### src/hw/mec_unused_placeholder_never.sv
// no content
`timescale 1ns/1ps

### src/hw/mec_pkg.sv
// package: constants, field layout and syndrome table of the memory error corrector
package mec_pkg;
	// ----------------------------------------------------------------
	// sizes
	// ----------------------------------------------------------------
	localparam int MEC_DATA_W = 32;
	localparam int MEC_CHK_W = 7;
	localparam int MEC_ADDR_W = 20;
	localparam int MEC_DW_W = 19;
	localparam logic [MEC_DW_W-1:0] MEC_DW_TOP_DEF = 19'h7FFFF;

	// ----------------------------------------------------------------
	// timing
	// ----------------------------------------------------------------
	localparam int MEC_CLK_MHZ = 100;
	localparam int MEC_SNIFF_NS = 225;
	localparam int MEC_CORR_NS = 225;
	localparam int MEC_SNIFF_CYC = (MEC_SNIFF_NS * MEC_CLK_MHZ + 999) / 1000;
	localparam int MEC_CORR_CYC = (MEC_CORR_NS * MEC_CLK_MHZ + 999) / 1000;
	localparam int MEC_CNT_W = 6;

	// ----------------------------------------------------------------
	// i/o bus functions and flag commands
	// ----------------------------------------------------------------
	typedef enum logic [1:0] {
		MEC_FN_NONE = 2'h0,
		MEC_FN_OUT_A = 2'h1,
		MEC_FN_IN_A = 2'h2,
		MEC_FN_IN_B = 2'h3
	} mec_fn_t;
	typedef enum logic [1:0] {
		MEC_FL_NONE = 2'h0,
		MEC_FL_START = 2'h1,
		MEC_FL_CLEAR = 2'h2,
		MEC_FL_PULSE = 2'h3
	} mec_flag_t;

	// mode word, vector index = 15 - accumulator bit
	localparam int MEC_B_SCRUB_IRQ = 3;
	localparam int MEC_B_SCRUB_DIS = 2;
	localparam int MEC_B_CHECK_EN = 1;
	localparam int MEC_B_CHECK_IRQ = 0;
	// fault code word
	localparam int MEC_B_SYN_MSB = 15;
	localparam int MEC_B_SCRUB_ERR = 8;
	localparam int MEC_B_AHI_MSB = 3;

	// ----------------------------------------------------------------
	// syndrome of a single failing data bit; syn[k] = code bit k
	// ----------------------------------------------------------------
	localparam logic [6:0] MEC_CODE [32] = '{
		7'h4F, 7'h4A, 7'h52, 7'h54, 7'h57, 7'h58, 7'h5B, 7'h5D,
		7'h23, 7'h25, 7'h26, 7'h29, 7'h2A, 7'h2C, 7'h31, 7'h34,
		7'h0E, 7'h0B, 7'h13, 7'h15, 7'h16, 7'h19, 7'h1A, 7'h1C,
		7'h62, 7'h64, 7'h67, 7'h68, 7'h6B, 7'h6D, 7'h70, 7'h75};
endpackage

### src/hw/mec_codec.sv
// check code generator and single-error corrector for one double word
`timescale 1ns/1ps
`default_nettype none
module mec_codec
	import mec_pkg::*;
(
	input wire logic [MEC_DATA_W-1:0] data,
	input wire logic [MEC_CHK_W-1:0] check,
	output logic [MEC_CHK_W-1:0] gen_check,
	output logic [MEC_CHK_W-1:0] syndrome,
	output logic [MEC_DATA_W-1:0] fixed_data,
	output logic [MEC_CHK_W-1:0] fixed_check,
	output logic single_err,
	output logic multi_err
);
	function automatic logic [MEC_CHK_W-1:0] mec_gen(
		input logic [MEC_DATA_W-1:0] d);
		logic [MEC_CHK_W-1:0] c;
		c = '0;
		for (int i = 0; i < MEC_DATA_W; i++) begin
			if (d[i]) begin
				c = c ^ MEC_CODE[i];
			end
		end
		return c;
	endfunction

	logic [MEC_DATA_W-1:0] hit_d;
	logic [MEC_CHK_W-1:0] hit_c;

	// ----------------------------------------------------------------
	// lookup of the failing bit
	// ----------------------------------------------------------------
	genvar g;
	generate
		for (g = 0; g < MEC_DATA_W; g++) begin : g_dbit
			assign hit_d[g] = (syndrome == MEC_CODE[g]);
		end
		for (g = 0; g < MEC_CHK_W; g++) begin : g_cbit
			assign hit_c[g] = (syndrome == (7'h01 << g));
		end
	endgenerate

	assign gen_check = mec_gen(data);
	assign syndrome = gen_check ^ check;
	assign single_err = (|hit_d) | (|hit_c);
	assign multi_err = (syndrome != '0) && !single_err;
	assign fixed_data = data ^ hit_d;
	// an uncorrectable word keeps its old code so the fault stays visible
	assign fixed_check = single_err ? mec_gen(fixed_data) : check;
endmodule
`default_nettype wire

### src/hw/mec_corrector.sv
// top of the memory error corrector: i/o bus device, check path, scrubber
`timescale 1ns/1ps
`default_nettype none
// Contract
// fault-code word: syndrome in bits 0-6, high address in 12-15, rest zero.
// fault-code bit 7 is set when the error was found while scrubbing.
// fault-address word returns the sixteen low physical address bits.
// software trusts captured address and syndrome only while Done is 1.
// address is first word of double word, or quad block on cache fill.
// scrub errors always capture the double-word address.
// syndrome decode follows the fixed 7-bit failing-bit table.
// after power-up checking and scrubbing are on, interrupts off.
// power-up sweep rewrites every double word with fresh check code first.
// normal reads add no delay; each scrub takes an extra 225 ns.
// correcting a double word costs a further 225 ns in either mode.
// software disables or re-enables checking and scrubbing via mode word.
// scrub interrupts only together with check interrupts, never alone.
// no priority mask bit; the request cannot be masked there.
// mode bits: 12 scrub irq, 13 scrub off, 14 check, 15 Done/irq.
// with Done enabled an error sets Done and raises an interrupt.
// start flag clears Done and request; clear and pulse do nothing.
// writes get a 7-bit code per 32 bits; single fixed, double detected.
// captured fault data holds while Done is set.
module mec_corrector
	import mec_pkg::*;
#(
	parameter logic [MEC_DW_W-1:0] MEM_DW_TOP = MEC_DW_TOP_DEF
)
(
	input wire logic clk,
	input wire logic rst_n,
	input wire logic io_reset_all,
	input wire logic io_strobe,
	input wire logic [1:0] io_func,
	input wire logic [1:0] io_flag,
	input wire logic [15:0] io_wdata,
	output logic [15:0] io_rdata,
	output logic io_rvalid,
	output logic done,
	output logic irq_req,
	input wire logic [MEC_DATA_W-1:0] wr_data,
	output logic [MEC_CHK_W-1:0] wr_check,
	input wire logic rd_valid,
	input wire logic rd_quad,
	input wire logic [MEC_ADDR_W-1:0] rd_addr,
	input wire logic [MEC_DATA_W-1:0] rd_data,
	input wire logic [MEC_CHK_W-1:0] rd_check,
	output logic [MEC_DATA_W-1:0] rd_data_out,
	output logic rd_wait,
	input wire logic refresh_tick,
	output logic init_busy,
	output logic scrub_busy,
	output logic mem_req,
	output logic mem_we,
	output logic [MEC_ADDR_W-1:0] mem_addr,
	output logic [MEC_DATA_W-1:0] mem_wdata,
	output logic [MEC_CHK_W-1:0] mem_wcheck,
	input wire logic mem_gnt,
	input wire logic [MEC_DATA_W-1:0] mem_rdata,
	input wire logic [MEC_CHK_W-1:0] mem_rcheck
);
	generate
		if (MEM_DW_TOP == '0) begin : g_bad
			$error("mec_corrector: MEM_DW_TOP must be above zero");
		end
	endgenerate

	// ----------------------------------------------------------------
	// state
	// ----------------------------------------------------------------
	typedef enum logic [2:0] {
		ST_INIT_RD = 3'h0,
		ST_INIT_WR = 3'h1,
		ST_IDLE = 3'h2,
		ST_SN_RD = 3'h3,
		ST_SN_WAIT = 3'h4,
		ST_SN_WR = 3'h5
	} mec_st_t;

	typedef struct packed {
		mec_st_t st;
		logic [MEC_DW_W-1:0] ptr;
		logic [MEC_CNT_W-1:0] cnt;
		logic [MEC_CNT_W-1:0] rd_cnt;
		logic scrub_irq;
		logic scrub_dis;
		logic check_en;
		logic check_irq;
		logic done;
		logic [MEC_ADDR_W-1:0] fa;
		logic [MEC_CHK_W-1:0] syn;
		logic se;
		logic [15:0] rdata;
		logic rvalid;
		logic [MEC_DATA_W-1:0] bdata;
		logic [MEC_CHK_W-1:0] bcheck;
	} mec_state_t;

	localparam logic [MEC_CNT_W-1:0] SNIFF_CNT = MEC_CNT_W'(MEC_SNIFF_CYC);
	localparam logic [MEC_CNT_W-1:0] CORR_CNT = MEC_CNT_W'(MEC_CORR_CYC);

	mec_state_t s_r;
	mec_state_t s_nxt;

	logic [MEC_CHK_W-1:0] rd_syn;
	logic [MEC_DATA_W-1:0] rd_fix;
	logic rd_single;
	logic [MEC_CHK_W-1:0] m_syn;
	logic [MEC_DATA_W-1:0] m_fix;
	logic [MEC_CHK_W-1:0] m_fixc;
	logic m_single;
	logic [MEC_CHK_W-1:0] wr_check_b;

	// ----------------------------------------------------------------
	// codecs: write path, processor read path, scrub read path
	// ----------------------------------------------------------------
	mec_codec u_wr (
		.data(wr_data), .check('0), .gen_check(wr_check), .syndrome(),
		.fixed_data(), .fixed_check(), .single_err(), .multi_err()
	);
	mec_codec u_rd (
		.data(rd_data), .check(rd_check), .gen_check(), .syndrome(rd_syn),
		.fixed_data(rd_fix), .fixed_check(), .single_err(rd_single),
		.multi_err()
	);
	mec_codec u_mem (
		.data(mem_rdata), .check(mem_rcheck), .gen_check(),
		.syndrome(m_syn), .fixed_data(m_fix), .fixed_check(m_fixc),
		.single_err(m_single), .multi_err()
	);

	logic rd_err;
	logic sn_err;
	logic clr_done;
	logic [MEC_ADDR_W-1:0] rd_base;

	assign rd_err = rd_valid && s_r.check_en && (rd_syn != '0);
	assign sn_err = (s_r.st == ST_SN_RD) && mem_gnt && (m_syn != '0);
	assign clr_done = io_strobe && (io_flag == MEC_FL_START);
	// cache fill reports the quad block, else the double word
	assign rd_base = rd_quad ? {rd_addr[MEC_ADDR_W-1:2], 2'h0}
		: {rd_addr[MEC_ADDR_W-1:1], 1'h0};

	// ----------------------------------------------------------------
	// next state
	// ----------------------------------------------------------------
	always_comb begin
		s_nxt = s_r;
		s_nxt.rvalid = 1'b0;
		if (s_r.rd_cnt != '0) begin
			s_nxt.rd_cnt = s_r.rd_cnt - 1'b1;
		end
		if (rd_valid && s_r.check_en && rd_single) begin
			s_nxt.rd_cnt = CORR_CNT;
		end
		// sweep, then scrub on refresh
		case (s_r.st)
			ST_INIT_RD: begin
				if (mem_gnt) begin
					s_nxt.bdata = mem_rdata;
					s_nxt.st = ST_INIT_WR;
				end
			end
			ST_INIT_WR: begin
				if (mem_gnt) begin
					s_nxt.ptr = (s_r.ptr == MEM_DW_TOP) ? '0 : s_r.ptr + 1'b1;
					s_nxt.st = (s_r.ptr == MEM_DW_TOP) ? ST_IDLE
						: ST_INIT_RD;
				end
			end
			ST_IDLE: begin
				if (refresh_tick && s_r.check_en && !s_r.scrub_dis) begin
					s_nxt.st = ST_SN_RD;
				end
			end
			ST_SN_RD: begin
				if (mem_gnt) begin
					s_nxt.bdata = m_fix;
					s_nxt.bcheck = m_fixc;
					s_nxt.cnt = m_single ? SNIFF_CNT + CORR_CNT
						: SNIFF_CNT; // see R10
					s_nxt.st = ST_SN_WAIT;
				end
			end
			ST_SN_WAIT: begin
				s_nxt.cnt = s_r.cnt - 1'b1;
				if (s_r.cnt == MEC_CNT_W'(1)) begin
					s_nxt.st = ST_SN_WR;
				end
			end
			ST_SN_WR: begin
				if (mem_gnt) begin
					s_nxt.ptr = (s_r.ptr == MEM_DW_TOP) ? '0 : s_r.ptr + 1'b1;
					s_nxt.st = ST_IDLE;
				end
			end
			default: begin
				s_nxt.st = ST_IDLE;
			end
		endcase
		// fault capture, frozen while Done stands unless cleared now
		if ((rd_err || sn_err) && (!s_r.done || clr_done)) begin
			s_nxt.syn = rd_err ? rd_syn : m_syn; // see R1
			s_nxt.se = !rd_err;
			s_nxt.fa = rd_err ? rd_base : {s_r.ptr, 1'h0};
		end
		if (clr_done) begin
			s_nxt.done = 1'b0;
		end
		// set wins over a clear in the same cycle
		if ((rd_err && s_r.check_irq)
				|| (sn_err && s_r.check_irq && s_r.scrub_irq)) begin
			s_nxt.done = 1'b1; // see R13
		end
		if (io_strobe && (io_func == MEC_FN_OUT_A)) begin
			s_nxt.scrub_irq = io_wdata[MEC_B_SCRUB_IRQ];
			s_nxt.scrub_dis = io_wdata[MEC_B_SCRUB_DIS];
			s_nxt.check_en = io_wdata[MEC_B_CHECK_EN];
			s_nxt.check_irq = io_wdata[MEC_B_CHECK_IRQ];
		end
		if (io_strobe && (io_func == MEC_FN_IN_A)) begin
			s_nxt.rdata = s_r.fa[15:0];
			s_nxt.rvalid = 1'b1;
		end
		if (io_strobe && (io_func == MEC_FN_IN_B)) begin
			s_nxt.rdata = '0;
			s_nxt.rdata[MEC_B_SYN_MSB -: MEC_CHK_W] = {<<{s_r.syn}};
			s_nxt.rdata[MEC_B_SCRUB_ERR] = s_r.se;
			s_nxt.rdata[MEC_B_AHI_MSB -: 4] = s_r.fa[MEC_ADDR_W-1 -: 4];
			s_nxt.rvalid = 1'b1;
		end
		if (io_reset_all) begin
			s_nxt.scrub_irq = 1'b0;
			s_nxt.scrub_dis = 1'b0;
			s_nxt.check_en = 1'b1;
			s_nxt.check_irq = 1'b0;
			s_nxt.done = 1'b0;
		end
	end

	always_ff @(posedge clk or negedge rst_n) begin
		if (!rst_n) begin
			s_r <= '0;
			s_r.st <= ST_INIT_RD;
			s_r.check_en <= 1'b1;
		end else begin
			s_r <= s_nxt;
		end
	end

	// ----------------------------------------------------------------
	// outputs; the request has no priority mask input
	// ----------------------------------------------------------------
	assign io_rdata = s_r.rdata;
	assign io_rvalid = s_r.rvalid;
	assign done = s_r.done;
	assign irq_req = s_r.done;
	assign rd_data_out = s_r.check_en ? rd_fix : rd_data;
	assign rd_wait = (s_r.rd_cnt != '0);
	assign init_busy = (s_r.st == ST_INIT_RD) || (s_r.st == ST_INIT_WR);
	assign scrub_busy = (s_r.st == ST_SN_RD) || (s_r.st == ST_SN_WAIT)
		|| (s_r.st == ST_SN_WR);
	assign mem_req = init_busy || (s_r.st == ST_SN_RD) || (s_r.st == ST_SN_WR);
	assign mem_we = (s_r.st == ST_INIT_WR) || (s_r.st == ST_SN_WR);
	assign mem_addr = {s_r.ptr, 1'h0};
	assign mem_wdata = s_r.bdata;
	assign mem_wcheck = (s_r.st == ST_INIT_WR) ? wr_check_b : s_r.bcheck;

	mec_codec u_init (
		.data(s_r.bdata), .check('0), .gen_check(wr_check_b),
		.syndrome(), .fixed_data(), .fixed_check(), .single_err(),
		.multi_err()
	);

	// ----------------------------------------------------------------
	// assertions
	// ----------------------------------------------------------------
	a_done_sets: assert property (@(posedge clk) disable iff (!rst_n)
		(rd_err && s_r.check_irq && !io_reset_all) |=> done)
		else $error("done not set after check error");
	a_scrub_alone: assert property (@(posedge clk) disable iff (!rst_n)
		(sn_err && !s_r.check_irq && !s_r.done) |=> !done)
		else $error("scrub error raised done without check irq");
	a_start_clr: assert property (@(posedge clk) disable iff (!rst_n)
		(clr_done && !rd_err && !sn_err) |=> !done && !irq_req)
		else $error("start flag did not clear done");
	a_hold_fault: assert property (@(posedge clk) disable iff (!rst_n)
		(done && !clr_done) |=> $stable(s_r.fa) && $stable(s_r.syn))
		else $error("fault capture changed while done");
	a_read_b_fmt: assert property (@(posedge clk) disable iff (!rst_n)
		(io_strobe && io_func == MEC_FN_IN_B) |=> io_rvalid
		&& io_rdata[7:4] == 4'h0 && io_rdata[3:0] == $past(s_r.fa[19:16]))
		else $error("fault code word malformed");
	a_read_a_val: assert property (@(posedge clk) disable iff (!rst_n)
		(io_strobe && io_func == MEC_FN_IN_A) |=> io_rdata == $past(s_r.fa[15:0]))
		else $error("fault address word wrong");
	a_quad_addr: assert property (@(posedge clk) disable iff (!rst_n)
		(rd_err && rd_quad && !done && !io_reset_all) |=> s_r.fa[1:0] == 2'h0)
		else $error("quad fault address not block aligned");
	a_scrub_flag: assert property (@(posedge clk) disable iff (!rst_n)
		(sn_err && !rd_err && !done) |=> s_r.se && s_r.fa[0] == 1'b0)
		else $error("scrub capture wrong");
	// cycle counters for the long waits, too long to unroll in a sequence
	logic [7:0] sn_gap_r;
	logic sn_fix_r;
	logic [7:0] rd_run_r;
	logic corr_now;
	assign corr_now = rd_valid && s_r.check_en && rd_single;
	always_ff @(posedge clk or negedge rst_n) begin
		if (!rst_n) begin
			sn_gap_r <= 8'h00;
			sn_fix_r <= 1'b0;
			rd_run_r <= 8'h00;
		end else begin
			sn_gap_r <= (s_r.st == ST_SN_WAIT) ? sn_gap_r + 8'h01 : 8'h00;
			if ((s_r.st == ST_SN_RD) && mem_gnt) begin
				sn_fix_r <= m_single;
			end
			rd_run_r <= (corr_now || !rd_wait) ? 8'h00 : rd_run_r + 8'h01;
		end
	end
	a_sniff_time: assert property (@(posedge clk) disable iff (!rst_n)
		(s_r.st == ST_SN_WR && $past(s_r.st) == ST_SN_WAIT && !sn_fix_r)
		|-> sn_gap_r == 8'(MEC_SNIFF_CYC))
		else $error("sniff delay not 225 ns");
	a_sniff_fix: assert property (@(posedge clk) disable iff (!rst_n)
		(s_r.st == ST_SN_WR && $past(s_r.st) == ST_SN_WAIT && sn_fix_r)
		|-> sn_gap_r == 8'(MEC_SNIFF_CYC + MEC_CORR_CYC))
		else $error("corrected sniff delay wrong");
	a_corr_wait: assert property (@(posedge clk) disable iff (!rst_n)
		corr_now |=> rd_wait)
		else $error("correction wait did not start");
	a_corr_len: assert property (@(posedge clk) disable iff (!rst_n)
		(rd_wait && !corr_now)
		|=> (rd_wait == (rd_run_r < 8'(MEC_CORR_CYC))))
		else $error("correction wait length wrong");
	a_init_first: assert property (@(posedge clk) disable iff (!rst_n)
		init_busy |-> mem_req && mem_addr[0] == 1'b0)
		else $error("sweep left memory idle");
	a_io_reset_all_mode: assert property (@(posedge clk) disable iff (!rst_n)
		io_reset_all |=> s_r.check_en && !s_r.scrub_dis && !s_r.check_irq)
		else $error("reset mode wrong");

	c_check_err: cover property (@(posedge clk) disable iff (!rst_n)
		rd_err && s_r.check_irq);
	c_scrub_err: cover property (@(posedge clk) disable iff (!rst_n)
		sn_err && s_r.scrub_irq);
	c_init_done: cover property (@(posedge clk) disable iff (!rst_n)
		init_busy ##1 !init_busy);
endmodule
`default_nettype wire

### config.mk
export PLATFORM = sky130hd
export DESIGN_NAME = mec_corrector
export DESIGN_NICKNAME = d
export VERILOG_FILES = /design/src/hw/mec_unused_placeholder_never.sv /design/src/hw/mec_pkg.sv /design/src/hw/mec_codec.sv /design/src/hw/mec_corrector.sv
export SDC_FILE = /design/constraint.sdc
export NUM_CORES = 1
export LEC_CHECK = 0
export BUFFER_PORTS_ARGS = -buffer_cell sky130_fd_sc_hd__clkbuf_2
export CAP_MARGIN = 30
export CORE_MARGIN = 8
export CORE_UTILIZATION = 39
export DETAILED_ROUTE_END_ITERATION = 16
export GPL_TIMING_DRIVEN = 0
export HOLD_SLACK_MARGIN = 0.15
export PLACE_DENSITY = 0.68
export SYNTH_ARGS = -nofsm -noshare
export SYNTH_HDL_FRONTEND = slang
export SYNTH_SLANG_ARGS = --single-unit
### constraint.sdc
create_clock -name clk -period 6.65 [get_ports clk]
set_input_delay 0.9975 -clock clk [delete_from_list [all_inputs] [get_ports clk]]
set_output_delay 0.9975 -clock clk [all_outputs]
set_load 0.02 [all_outputs]
-- Word-level counts from Yosys, hierarchy flattened
Cells that the tools add are included.
- flip-flop bits (word level): 123
- latch bits: 0
- bits in writable memories: 0
- bits in read-only memories: 0
- input port bits: 158
- output and inout port bits: 122
- word-level logic and storage cells: 512
- memories kept: 0
- add/sub/neg operators: 3
- $mul: 0
- divide/modulo/power cells: 0
- $lt $le $gt $ge: 0
- equality and inequality tests: 95
- shift operators: 0
- mux-type cells: 190
- bitwise gates (word level): 161
- reductions and logical operators: 47
- operators with widths (cell ; count):
    $mux 7 ; 83
    $not 3->3 ; 120
    $mux 6 ; 44
    $eq 7x7->1 const B ; 34
    $not 5->5 ; 35
    $mux 5 ; 31
    $eq 7x6->1 const B ; 18
    $eq 7x5->1 const B ; 14
    $mux 32 ; 2
    $pmux 32 s2 ; 1
    $reduce_or 32->1 ; 2
    $xor 32x32->32 ; 2
    $mux 22 ; 2
    $mux 4 ; 11
    $eq 7x4->1 const B ; 6
    $mux 39 ; 1
    $pmux 19 s2 ; 1
    $mux 17 ; 2
    $mux 20 ; 1
    $add 19x1->19 const B ; 1
    $eq 19x19->1 const B ; 1
    $mux 19 ; 1
    $pmux 3 s6 ; 1
    $logic_and 1x1->1 ; 15
    28 further kinds ; 67

-- Depth between registers and ports, before layout
Gate-level depths: netlist of the first run.
- depth after elaboration: 132
- gate-level depth with buffers: 15
- gate-level depth less buffers: 11

-- By module
A second synthesis of the first run with hierarchy kept.
- cells, all modules: 1933
- area total of the unflattened synthesis: 18418.9 µm²
- modules (own cells, without submodules) (module ; times used ; cells each ; area each (µm²) ; sequential area each (µm²)):
    mec_codec at u_init ... ; 3 ; 302 ; 2826.5 ; 0.0
    mec_corrector ; 1 ; 688 ; 6932.9 ; 3054.2
    mec_codec at u_wr ; 1 ; 339 ; 3006.6 ; 0.0

-- Worst setup path after synthesis of the first run
Ideal clock, no wire load.
- path type: input -> register
- from: input port mem_rdata[6]
- to: register s_r[3] (netlist name)
- library setup time: 0.092 ns
- arrival: 4.296 ns
- data required time: 6.558 ns
- slack: 2.262 ns
- stages: 12
- path buffers: 1
- cells stage by stage: buf_2 -> xnor2_2 -> xnor3_1 -> xor2_2 -> nand3_2 -> a211oi_1 -> a21oi_1 -> xnor2_1 -> xnor3_1 -> xnor3_1 -> and2_1 -> o31ai_2
- longest elaborated chain between the ends: 90
- elaborated cells on any way between the ends: 143
- classes of those cells: 39 x eq/ne; 59 x mux; 43 x bitwise; 2 x reduce/logical
- ends and longest elaborated chain (what ; RTL line ; source):
    from (decl) ; mec_corrector.sv:59 ; input wire logic [MEC_DATA_W-1:0] mem_rdata,
    $mux 7 ; mec_codec.sv:21 ; if (d[i]) begin
    $not 5->5 (no source line) ; -- ;
    $mux 7 ; mec_codec.sv:21 ;
    $not 3->3 (no source line) ; -- ;
    $mux 6 ; mec_codec.sv:21 ;
    $not 3->3 (no source line) ; -- ;
    $mux 6 (2 in a row) ; mec_codec.sv:21 ;
    $not 3->3 (no source line) ; -- ;
    (+69 left out) ; -- ;
    $mux 7 (3 in a row) ; mec_codec.sv:21 ;
    $not 3->3 (no source line) ; -- ;
    $mux 7 ; mec_codec.sv:21 ;
    $not 5->5 (no source line) ; -- ;
    $mux 7 ; mec_codec.sv:21 ;
    $not 5->5 (no source line) ; -- ;
    $mux 7 (3 in a row) ; mec_codec.sv:21 ;
    $mux 7 (*) ; mec_codec.sv:50 ; assign fixed_check = single_err ? mec_gen(fixed_data) : check;
    to (signal assigned) ; mec_corrector.sv:247 ; s_r <= s_nxt;
    to (decl) ; mec_corrector.sv:102 ; mec_state_t s_r;
Every way passes the cells marked *; elsewhere a longest branch is shown, timed or not.
A chain may end at the register's enable or synchronous reset.

-- Worst setup path in the final report of the first run
- from: input port rd_data[4]
- to: output port rd_data_out[16]
- longest elaborated chain between the ends: 46
- elaborated cells on any way between the ends: 59
- classes of those cells: 1 x eq/ne; 29 x mux; 29 x bitwise
- ends and longest elaborated chain (what ; RTL line ; source):
    from (decl) ; mec_corrector.sv:46 ; input wire logic [MEC_DATA_W-1:0] rd_data,
    $mux 7 (*) (2 in a row) ; mec_codec.sv:21 ;
    $not 5->5 (no source line) ; -- ;
    $mux 7 (*) ; mec_codec.sv:21 ;
    $not 5->5 (no source line) ; -- ;
    $mux 7 (*) ; mec_codec.sv:21 ;
    $not 3->3 (no source line) ; -- ;
    $mux 6 ; mec_codec.sv:21 ;
    $not 3->3 (no source line) ; -- ;
    (+28 left out) ; -- ;
    $not 5->5 (no source line) ; -- ;
    $mux 7 (*) (2 in a row) ; mec_codec.sv:21 ;
    $not 5->5 (no source line) ; -- ;
    $mux 7 (*) ; mec_codec.sv:21 ;
    $xor 7x7->7 (*) ; mec_codec.sv:45 ; assign syndrome = gen_check ^ check;
    $eq 7x4->1 (*) ; mec_codec.sv:37 ; assign hit_d[g] = (syndrome == MEC_CODE[g]);
    $xor 32x32->32 (*) ; mec_codec.sv:48 ; assign fixed_data = data ^ hit_d;
    $mux 32 (*) ; mec_corrector.sv:258 ; assign rd_data_out = s_r.check_en ? rd_fix : rd_data;
    to (decl) ; mec_corrector.sv:48 ; output logic [MEC_DATA_W-1:0] rd_data_out,
Marked as above.

==> flow_summary.json, run 1 <==
{
  "areaGrowthSynthToFinish_pct": 20.2,
  "yosys.area_share.simple_pct": 16.0,
  "maxSlewHeadroom_pct": 27.9,
  "synth_enable_flop_cells": 0,
  "layout-drive-gt1-share_pct": 24.9,
  "clk_latency_ns": 0.43,
  "finalInstanceArea_um2": 14400,
  "rsz0062_at_grt": "no",
  "diodes": 0,
  "cp-start-kind": "primary input",
  "synth-xor-area-share_pct": 35.9,
  "status": "completed",
  "grt_pass1_vias": 11000,
  "grt_pass1_wl_mm": 61.2,
  "synthFlopType": "dfrtp_1",
  "start_util_pct": 39.5,
  "root_buffer": "clkbuf_16",
  "place_congestion": 0.982,
  "synth.cell_area_um2": 12000,
  "period_share_pct": 77.0,
  "vias": 10700,
  "viasPerCell": 5.20,
  "synthAdderAreaFrac_pct": 0.417,
  "synth_top_family_by_area": "XOR/XNOR gates",
  "grt_max_degree": 66,
  "crit_path_frequent_cell": "xnor2_1",
  "die_y_um": 191,
  "n_fill_cell": 2956,
  "first_pass_iters": 6,
  "core_area_um2": 30400,
  "postCtsSetupBuffers": 0,
  "arrival_ns": 4.12,
  "path_delay_family": "XOR/XNOR gates",
  "synthArstFlopShare_pct": 100,
  "finalHoldWorstSlack_ns": 0.481,
  "crit_path_end_kind": "primary output",
  "post-dp-hpwl_mm": 32.9,
  "grt_usage_pct": 21.5,
  "remaining_drc_errors": 0,
  "synth_warnings": 0,
  "die_x_um": 191,
  "post_drt_wl_per_cell_um": 19.4,
  "hold_violations": 0,
  "post-route-min-period_ns": 5.12,
  "placed_cell_area_um2": 13800,
  "crit_buf_inv": 3,
  "final_nets": 1806,
  "layout_common_cells": "xnor2_1 (283), clkbuf_2 (254), nand2_1 (166)",
  "cts_tree": "yes",
  "syn_area_per_cell_um2": 8.78,
  "synth_cells": 1368,
  "slew_violations": 0,
  "pin_count": 280,
  "antenna_found_initial": 1,
  "worstMarginPinSlew_ns": 1.08,
  "port_buffers": 253,
  "fin_worst_skew_ns": 0.0205,
  "cpMaxStageDelayCell": "xnor2_1",
  "critPathMaxStageDelay_ns": 0.63,
  "crit_fanout": 10,
  "cts_max_level": 4,
  "vdd_drop_max_v": 0.000289,
  "power_density_nw_per_um2": 545,
  "fmax_mhz": 195,
  "synthMuxAreaShare_pct": 3.71,
  "synthesis.nets": 1530,
  "p_leak_nw": 6.48,
  "clock_sinks": 122,
  "min_path_type": "reg -> reg",
  "power.total_mw": 7.87,
  "clk_pin_slew_worst_paths_ns": 0.06,
  "dieArea_um2": 36700,
  "drtIter0Drc": 772,
  "grt_remaining_overflow": 0,
  "crit_type": "in -> out",
  "yosysUniqueCellTypes": 74,
  "rows": 64,
  "final_common_cell": "xnor2_1",
  "wirelength_mm": 39.9,
  "postCtsResizedCells": 0,
  "clk_path_buf_depth": 2,
  "ys_seq_area_share_pct": 25.4,
  "crit_required_ns": 5.65,
  "synth-seq-cells": 122,
  "cts_inserted_buffers": 17,
  "path_cells": "clkbuf_2, xnor2_1, xnor2_1, xnor2_1, xor2_1, xnor2_1, inv_1, nor3_1, nand4_1, xnor2_1, clkbuf_2",
  "max_cap_viol_count": 0,
  "setup_tns_ns": 0,
  "synth_compound_area_share_pct": 11.7,
  "cts.hold.buffers_added": 0,
  "finalSetupViolCount": 0,
  "ant_nets": 0
}
==> cell usage after synthesis, drive strengths merged, types with 2 or more instances <==
cell type    n  share of area, %
and2        13              0.68
nand3b       5              0.31
or3          3              0.16
nor4         9              0.63
and4         2              0.15
mux2         4              0.38
nor3        36               1.5
nor3b        2              0.12
o21ai       70               2.9
xnor3       44               8.3
o22ai        3              0.16
o211a        2              0.17
o32ai        2              0.15
nor2       101               3.2
xor2        64               4.9
o22a         2              0.15
a211oi       8              0.58
a2111oi      7              0.95
xnor2      291                22
nand4       17              0.89
clkbuf      45               1.4
a211o        2              0.15
xor3         5               1.0
nand3       48               2.2
a221oi       3              0.22
a21boi       2              0.12
a31oi        9              0.47
a21oi       88               3.7
inv         13              0.41
o21a         4              0.25
buf         85               5.0
nand2      167               5.2
o211ai       6              0.38
nand2b       8              0.42
and3         5              0.26
ha           4              0.42
nor2b        3              0.16
a21o         3              0.19
a22oi        6              0.38
mux2i       40               3.3
dfrtp      121                25
==> logic make-up (layout without fill, tap and decap cells) <==
kind of cell,count (synthesis),count (layout)
XOR/XNOR,404,404
AND/OR/NAND/NOR,422,422
buffers and inverters,144,433
flip-flops,122,122
other,1,1
multiplexers,44,44
AO/OA/AOI/OAI,227,227
adder cells (fa/ha/maj),4,4
==> through the flow <==
step	std cells	util (%)	setup slack, ns
2_1_floorplan	1368	-	2.26
3_3_place_gp	2017	45.3	1.21
3_5_place_dp	2021	45.5	1.37
4_1_cts	2053	47.4	1.56
5_1_grt	2053	47.4	1.27
6_report	2053	47.4	1.53
==> where the power goes <==
group	leakage, nW	switching, mW	internal (mW)
logic	4.67	3.27	2.34
clock network	0.290	0.429	0.538
registers	1.52	0.280	1.00
total	6.48	3.98	3.89
==> worst register-to-register path: stages, from the launching register on <==
cell and delay (ns):
dfrtp_1 0.32, clkbuf_1 0.35, nor3b_1 0.92, nand2_1 0.43
a31oi_1 0.44, o21ai_1 0.24, clkbuf_1 0.28, nand2_1 0.13
o21ai_0 0.09
==> registers in the layout, summed over array words and instances, names as in the netlist <==
signal,count
s_r,53
mem_wdata,32
mem_addr,19
io_rdata,16
done,1
io_rvalid,1
==> final cells by class <==
cell class                      instances  area, um2  share of cell area, %
Timing Repair Buffer                  257       1320                   9.16
Buffer                                130        769                   5.33
Sequential cell                       122       3050                   21.2
Inverter                               14       52.6                  0.364
Clock buffer                           17        425                   2.95
Clock inverter                         15        178                   1.23
Multi-Input combinational cell       1102       8140                   56.4
Tap cell                              396        495                   3.43
==> metal layers <==
metal  wire (um)  part of all wire, %  up-vias  track usage (%)
li1            -                    -     5130                -
met3        2820                  7.1       83             4.29
met2       18900                   47      454             35.8
met5           9                0.023        -                0
met1       16500                   41     5002             26.6
met4        1690                  4.2        2             9.09
==> path summary, 6_finish.rpt <==
kind	to	cells past startpoint	start	slack, ns
max	rd_data_out[16]	11	rd_data[4]	1.53
min	s_r[81]	2	s_r[81]	0.48
max reg2reg	s_r[69]	8	s_r[120]	3.31
min reg2reg	s_r[81]	2	s_r[81]	0.48
max in group asynchronous	s_r[86]	2	rst_n	5.37
min in group asynchronous	s_r[79]	1	rst_n	0.56
Note: power is estimated with default switching activity, not from simulation.
==> run 2, diff against run 1 <==
Settings changed: ABC_AREA set to 1, PLACE_DENSITY 0.68 to 0.67.
Clock period 6.65 ns to 5.2 ns, I/O delays scaled along.
==> flow_summary.json, run 2 <==
{
  "hold_violations": 0,
  "synthFlopType": "dfrtp_1",
  "path_delay_family": "XOR/XNOR gates",
  "place_inst": 2726,
  "post-route-min-period_ns": 4.40,
  "grt_usage_pct": 22.9,
  "vias": 13900,
  "finalHoldWorstSlack_ns": 0.262,
  "synth_top_cell_by_area": "dfrtp_1",
  "die_y_um": 204,
  "p_leak_nw": 8.20,
  "largest_reg_flops": 53,
  "grt_pass1_vias": 13500,
  "grt_max_degree": 87,
  "finalWorstSetupSlack_ns": 0.801,
  "final_common_cell": "nand2_1",
  "layout-drive-gt1-share_pct": 21.4,
  "critPathMaxStageDelay_ns": 0.48,
  "finalSetupViolCount": 0,
  "crit_buf_inv": 2,
  "synth_common_cells": "nand2_1 (652), xnor2_1 (201), xor2_1 (185)",
  "remaining_drc_errors": 0,
  "min_path_type": "in -> async",
  "worstMarginPinSlew_ns": 1.01,
  "fmax_mhz": 227,
  "clk_pin_slew_worst_paths_ns": 0.06,
  "place_congestion": 0.969,
  "placed_cell_area_um2": 15600,
  "max_cap_viol_count": 0,
  "die_x_um": 204,
  "highest_layer": "met5",
  "crit_path_end_kind": "primary output",
  "cts.hold.buffers_added": 0,
  "wl_met2_mm": 23.6,
  "ys_seq_area_share_pct": 22.2,
  "n_fill_cell": 3611,
  "first_pass_iters": 5,
  "synth_top_area_share_pct": 22.0,
  "syn_area_per_cell_um2": 6.77,
  "clk_latency_ns": 0.43,
  "cts_inserted_buffers": 17,
  "root_buffer": "clkbuf_16",
  "r2r_cells": 11,
  "fin_worst_skew_ns": 0.00895,
  "synthesis.nets": 2193,
  "synth_enable_flop_cells": 0,
  "final_nets": 2452,
  "ant_nets": 0,
  "yosysUniqueCellTypes": 56,
  "path_cells": "clkbuf_2, xnor2_2, xnor2_1, xor2_1, xor2_1, xor2_1, nand2_1, nor2_1, nand2_1, xnor2_1, clkbuf_2",
  "crit_required_ns": 4.42,
  "period_share_pct": 84.6,
  "cpMaxStageDelayCell": "xor2_1",
  "vdd_drop_max_v": 0.000850,
  "crit_type": "in -> out",
  "drtIter0Drc": 1077,
  "synth_warnings": 0,
  "postCtsSetupBuffers": 0,
  "maxSlewHeadroom_pct": 32.3,
  "grt_pass1_wl_mm": 74.7,
  "power_density_nw_per_um2": 539,
  "synth.cell_area_um2": 13800,
  "synth-seq-cells": 122,
  "dp_slack_ns": 0.789,
  "fin_cells": 2759,
  "wirelength_mm": 49.0,
  "grt_remaining_overflow": 0,
  "postCtsResizedCells": 0,
  "cp-start-kind": "primary input",
  "synthArstFlopShare_pct": 100,
  "synthTopCellsByArea": "dfrtp_1 (22%), nand2_1 (18%), xnor2_1 (13%), xor2_1 (12%), nand3_1 (4.4%)",
  "dieArea_um2": 41500,
  "cts_max_level": 4,
  "post-dp-hpwl_mm": 40.8,
  "top_register": "s_r",
  "areaGrowthSynthToFinish_pct": 17.2,
  "yosysMostFrequentCell": "nand2_1",
  "viasPerCell": 5.02,
  "synth_cells": 2031,
  "start_util_pct": 39.7,
  "antenna_found_initial": 4,
  "status": "completed",
  "crit_fanout": 6,
  "rows": 68,
  "cts_tree": "yes",
  "pin_count": 280,
  "port_buffers": 239,
  "crit_path_frequent_cell": "xor2_1",
  "post_drt_wl_per_cell_um": 17.8,
  "rsz0062_at_grt": "no",
  "path_depth": 11,
  "slew_violations": 0,
  "core_area_um2": 34600,
  "clock_sinks": 122,
  "wl_met1_mm": 20.9,
  "arrival_ns": 3.62,
  "clk_path_buf_depth": 2,
  "setup_tns_ns": 0,
  "layout_common_cells": "nand2_1 (652), clkbuf_2 (241), xnor2_1 (201)",
  "finalInstanceArea_um2": 16100,
  "wl_met3_mm": 3.15
}
run 2: power breakdown:
part           internal, mW  switching, mW
clock network         0.682          0.450
registers              1.30          0.404
logic                  2.26           3.60
total                  4.24           4.45
run 2: per-layer routing:
| metal | GRT usage, % | vias up |
|---|---|---|
| li1 | - | 6829 |
| met1 | 29.4 | 6424 |
| met2 | 38.7 | 510 |
| met3 | 3.84 | 84 |
| met4 | 7.56 | 8 |
| met5 | 0 | - |
run 2: path summary, 6_finish.rpt:
check                      startpoint         endpoint  slack (ns)
setup / recovery           rd_data[4]  rd_data_out[29]        0.80
hold / removal                  rst_n     mem_wdata[7]        0.26
setup reg to reg             s_r[121]     mem_addr[16]        2.34
hold reg to reg               s_r[80]      io_rdata[0]        0.48
max in group asynchronous       rst_n      io_rdata[6]        4.15
min in group clk              s_r[80]      io_rdata[0]        0.48
run 2: final cells by class:
type / instances / area (um2) / share of cell area (%)
Antenna cell: 1 / 2.50 / 0.0155
Inverter: 197 / 757 / 4.70
Buffer: 127 / 830 / 5.15
Timing Repair Buffer: 240 / 1230 / 7.64
Multi-Input combinational cell: 1585 / 9120 / 56.6
Clock buffer: 22 / 464 / 2.88
Sequential cell: 122 / 3050 / 18.9
Tap cell: 455 / 569 / 3.53
Clock inverter: 10 / 93.8 / 0.582
run 2: through the flow:
step / util, % / power, mW
global route: 46.6 / 9.39
global placement: 44.8 / 7.53
finish: 46.6 / 8.69
floorplan: - / 5.93
CTS: 46.6 / 8.77
detailed placement: 44.9 / 7.62
run 2: logic make-up (layout without fill, tap and decap cells):
family,after synthesis,count (layout),synth area share [%]
AO/OA/AOI/OAI,160,160,7.10
XOR/XNOR,400,400,26.5
adder cells (fa/ha/maj),4,4,0.364
buffers and inverters,324,596,11.5
flip-flops,122,122,22.2
other,1,2,0.0273
AND/OR/NAND/NOR,1020,1020,32.3
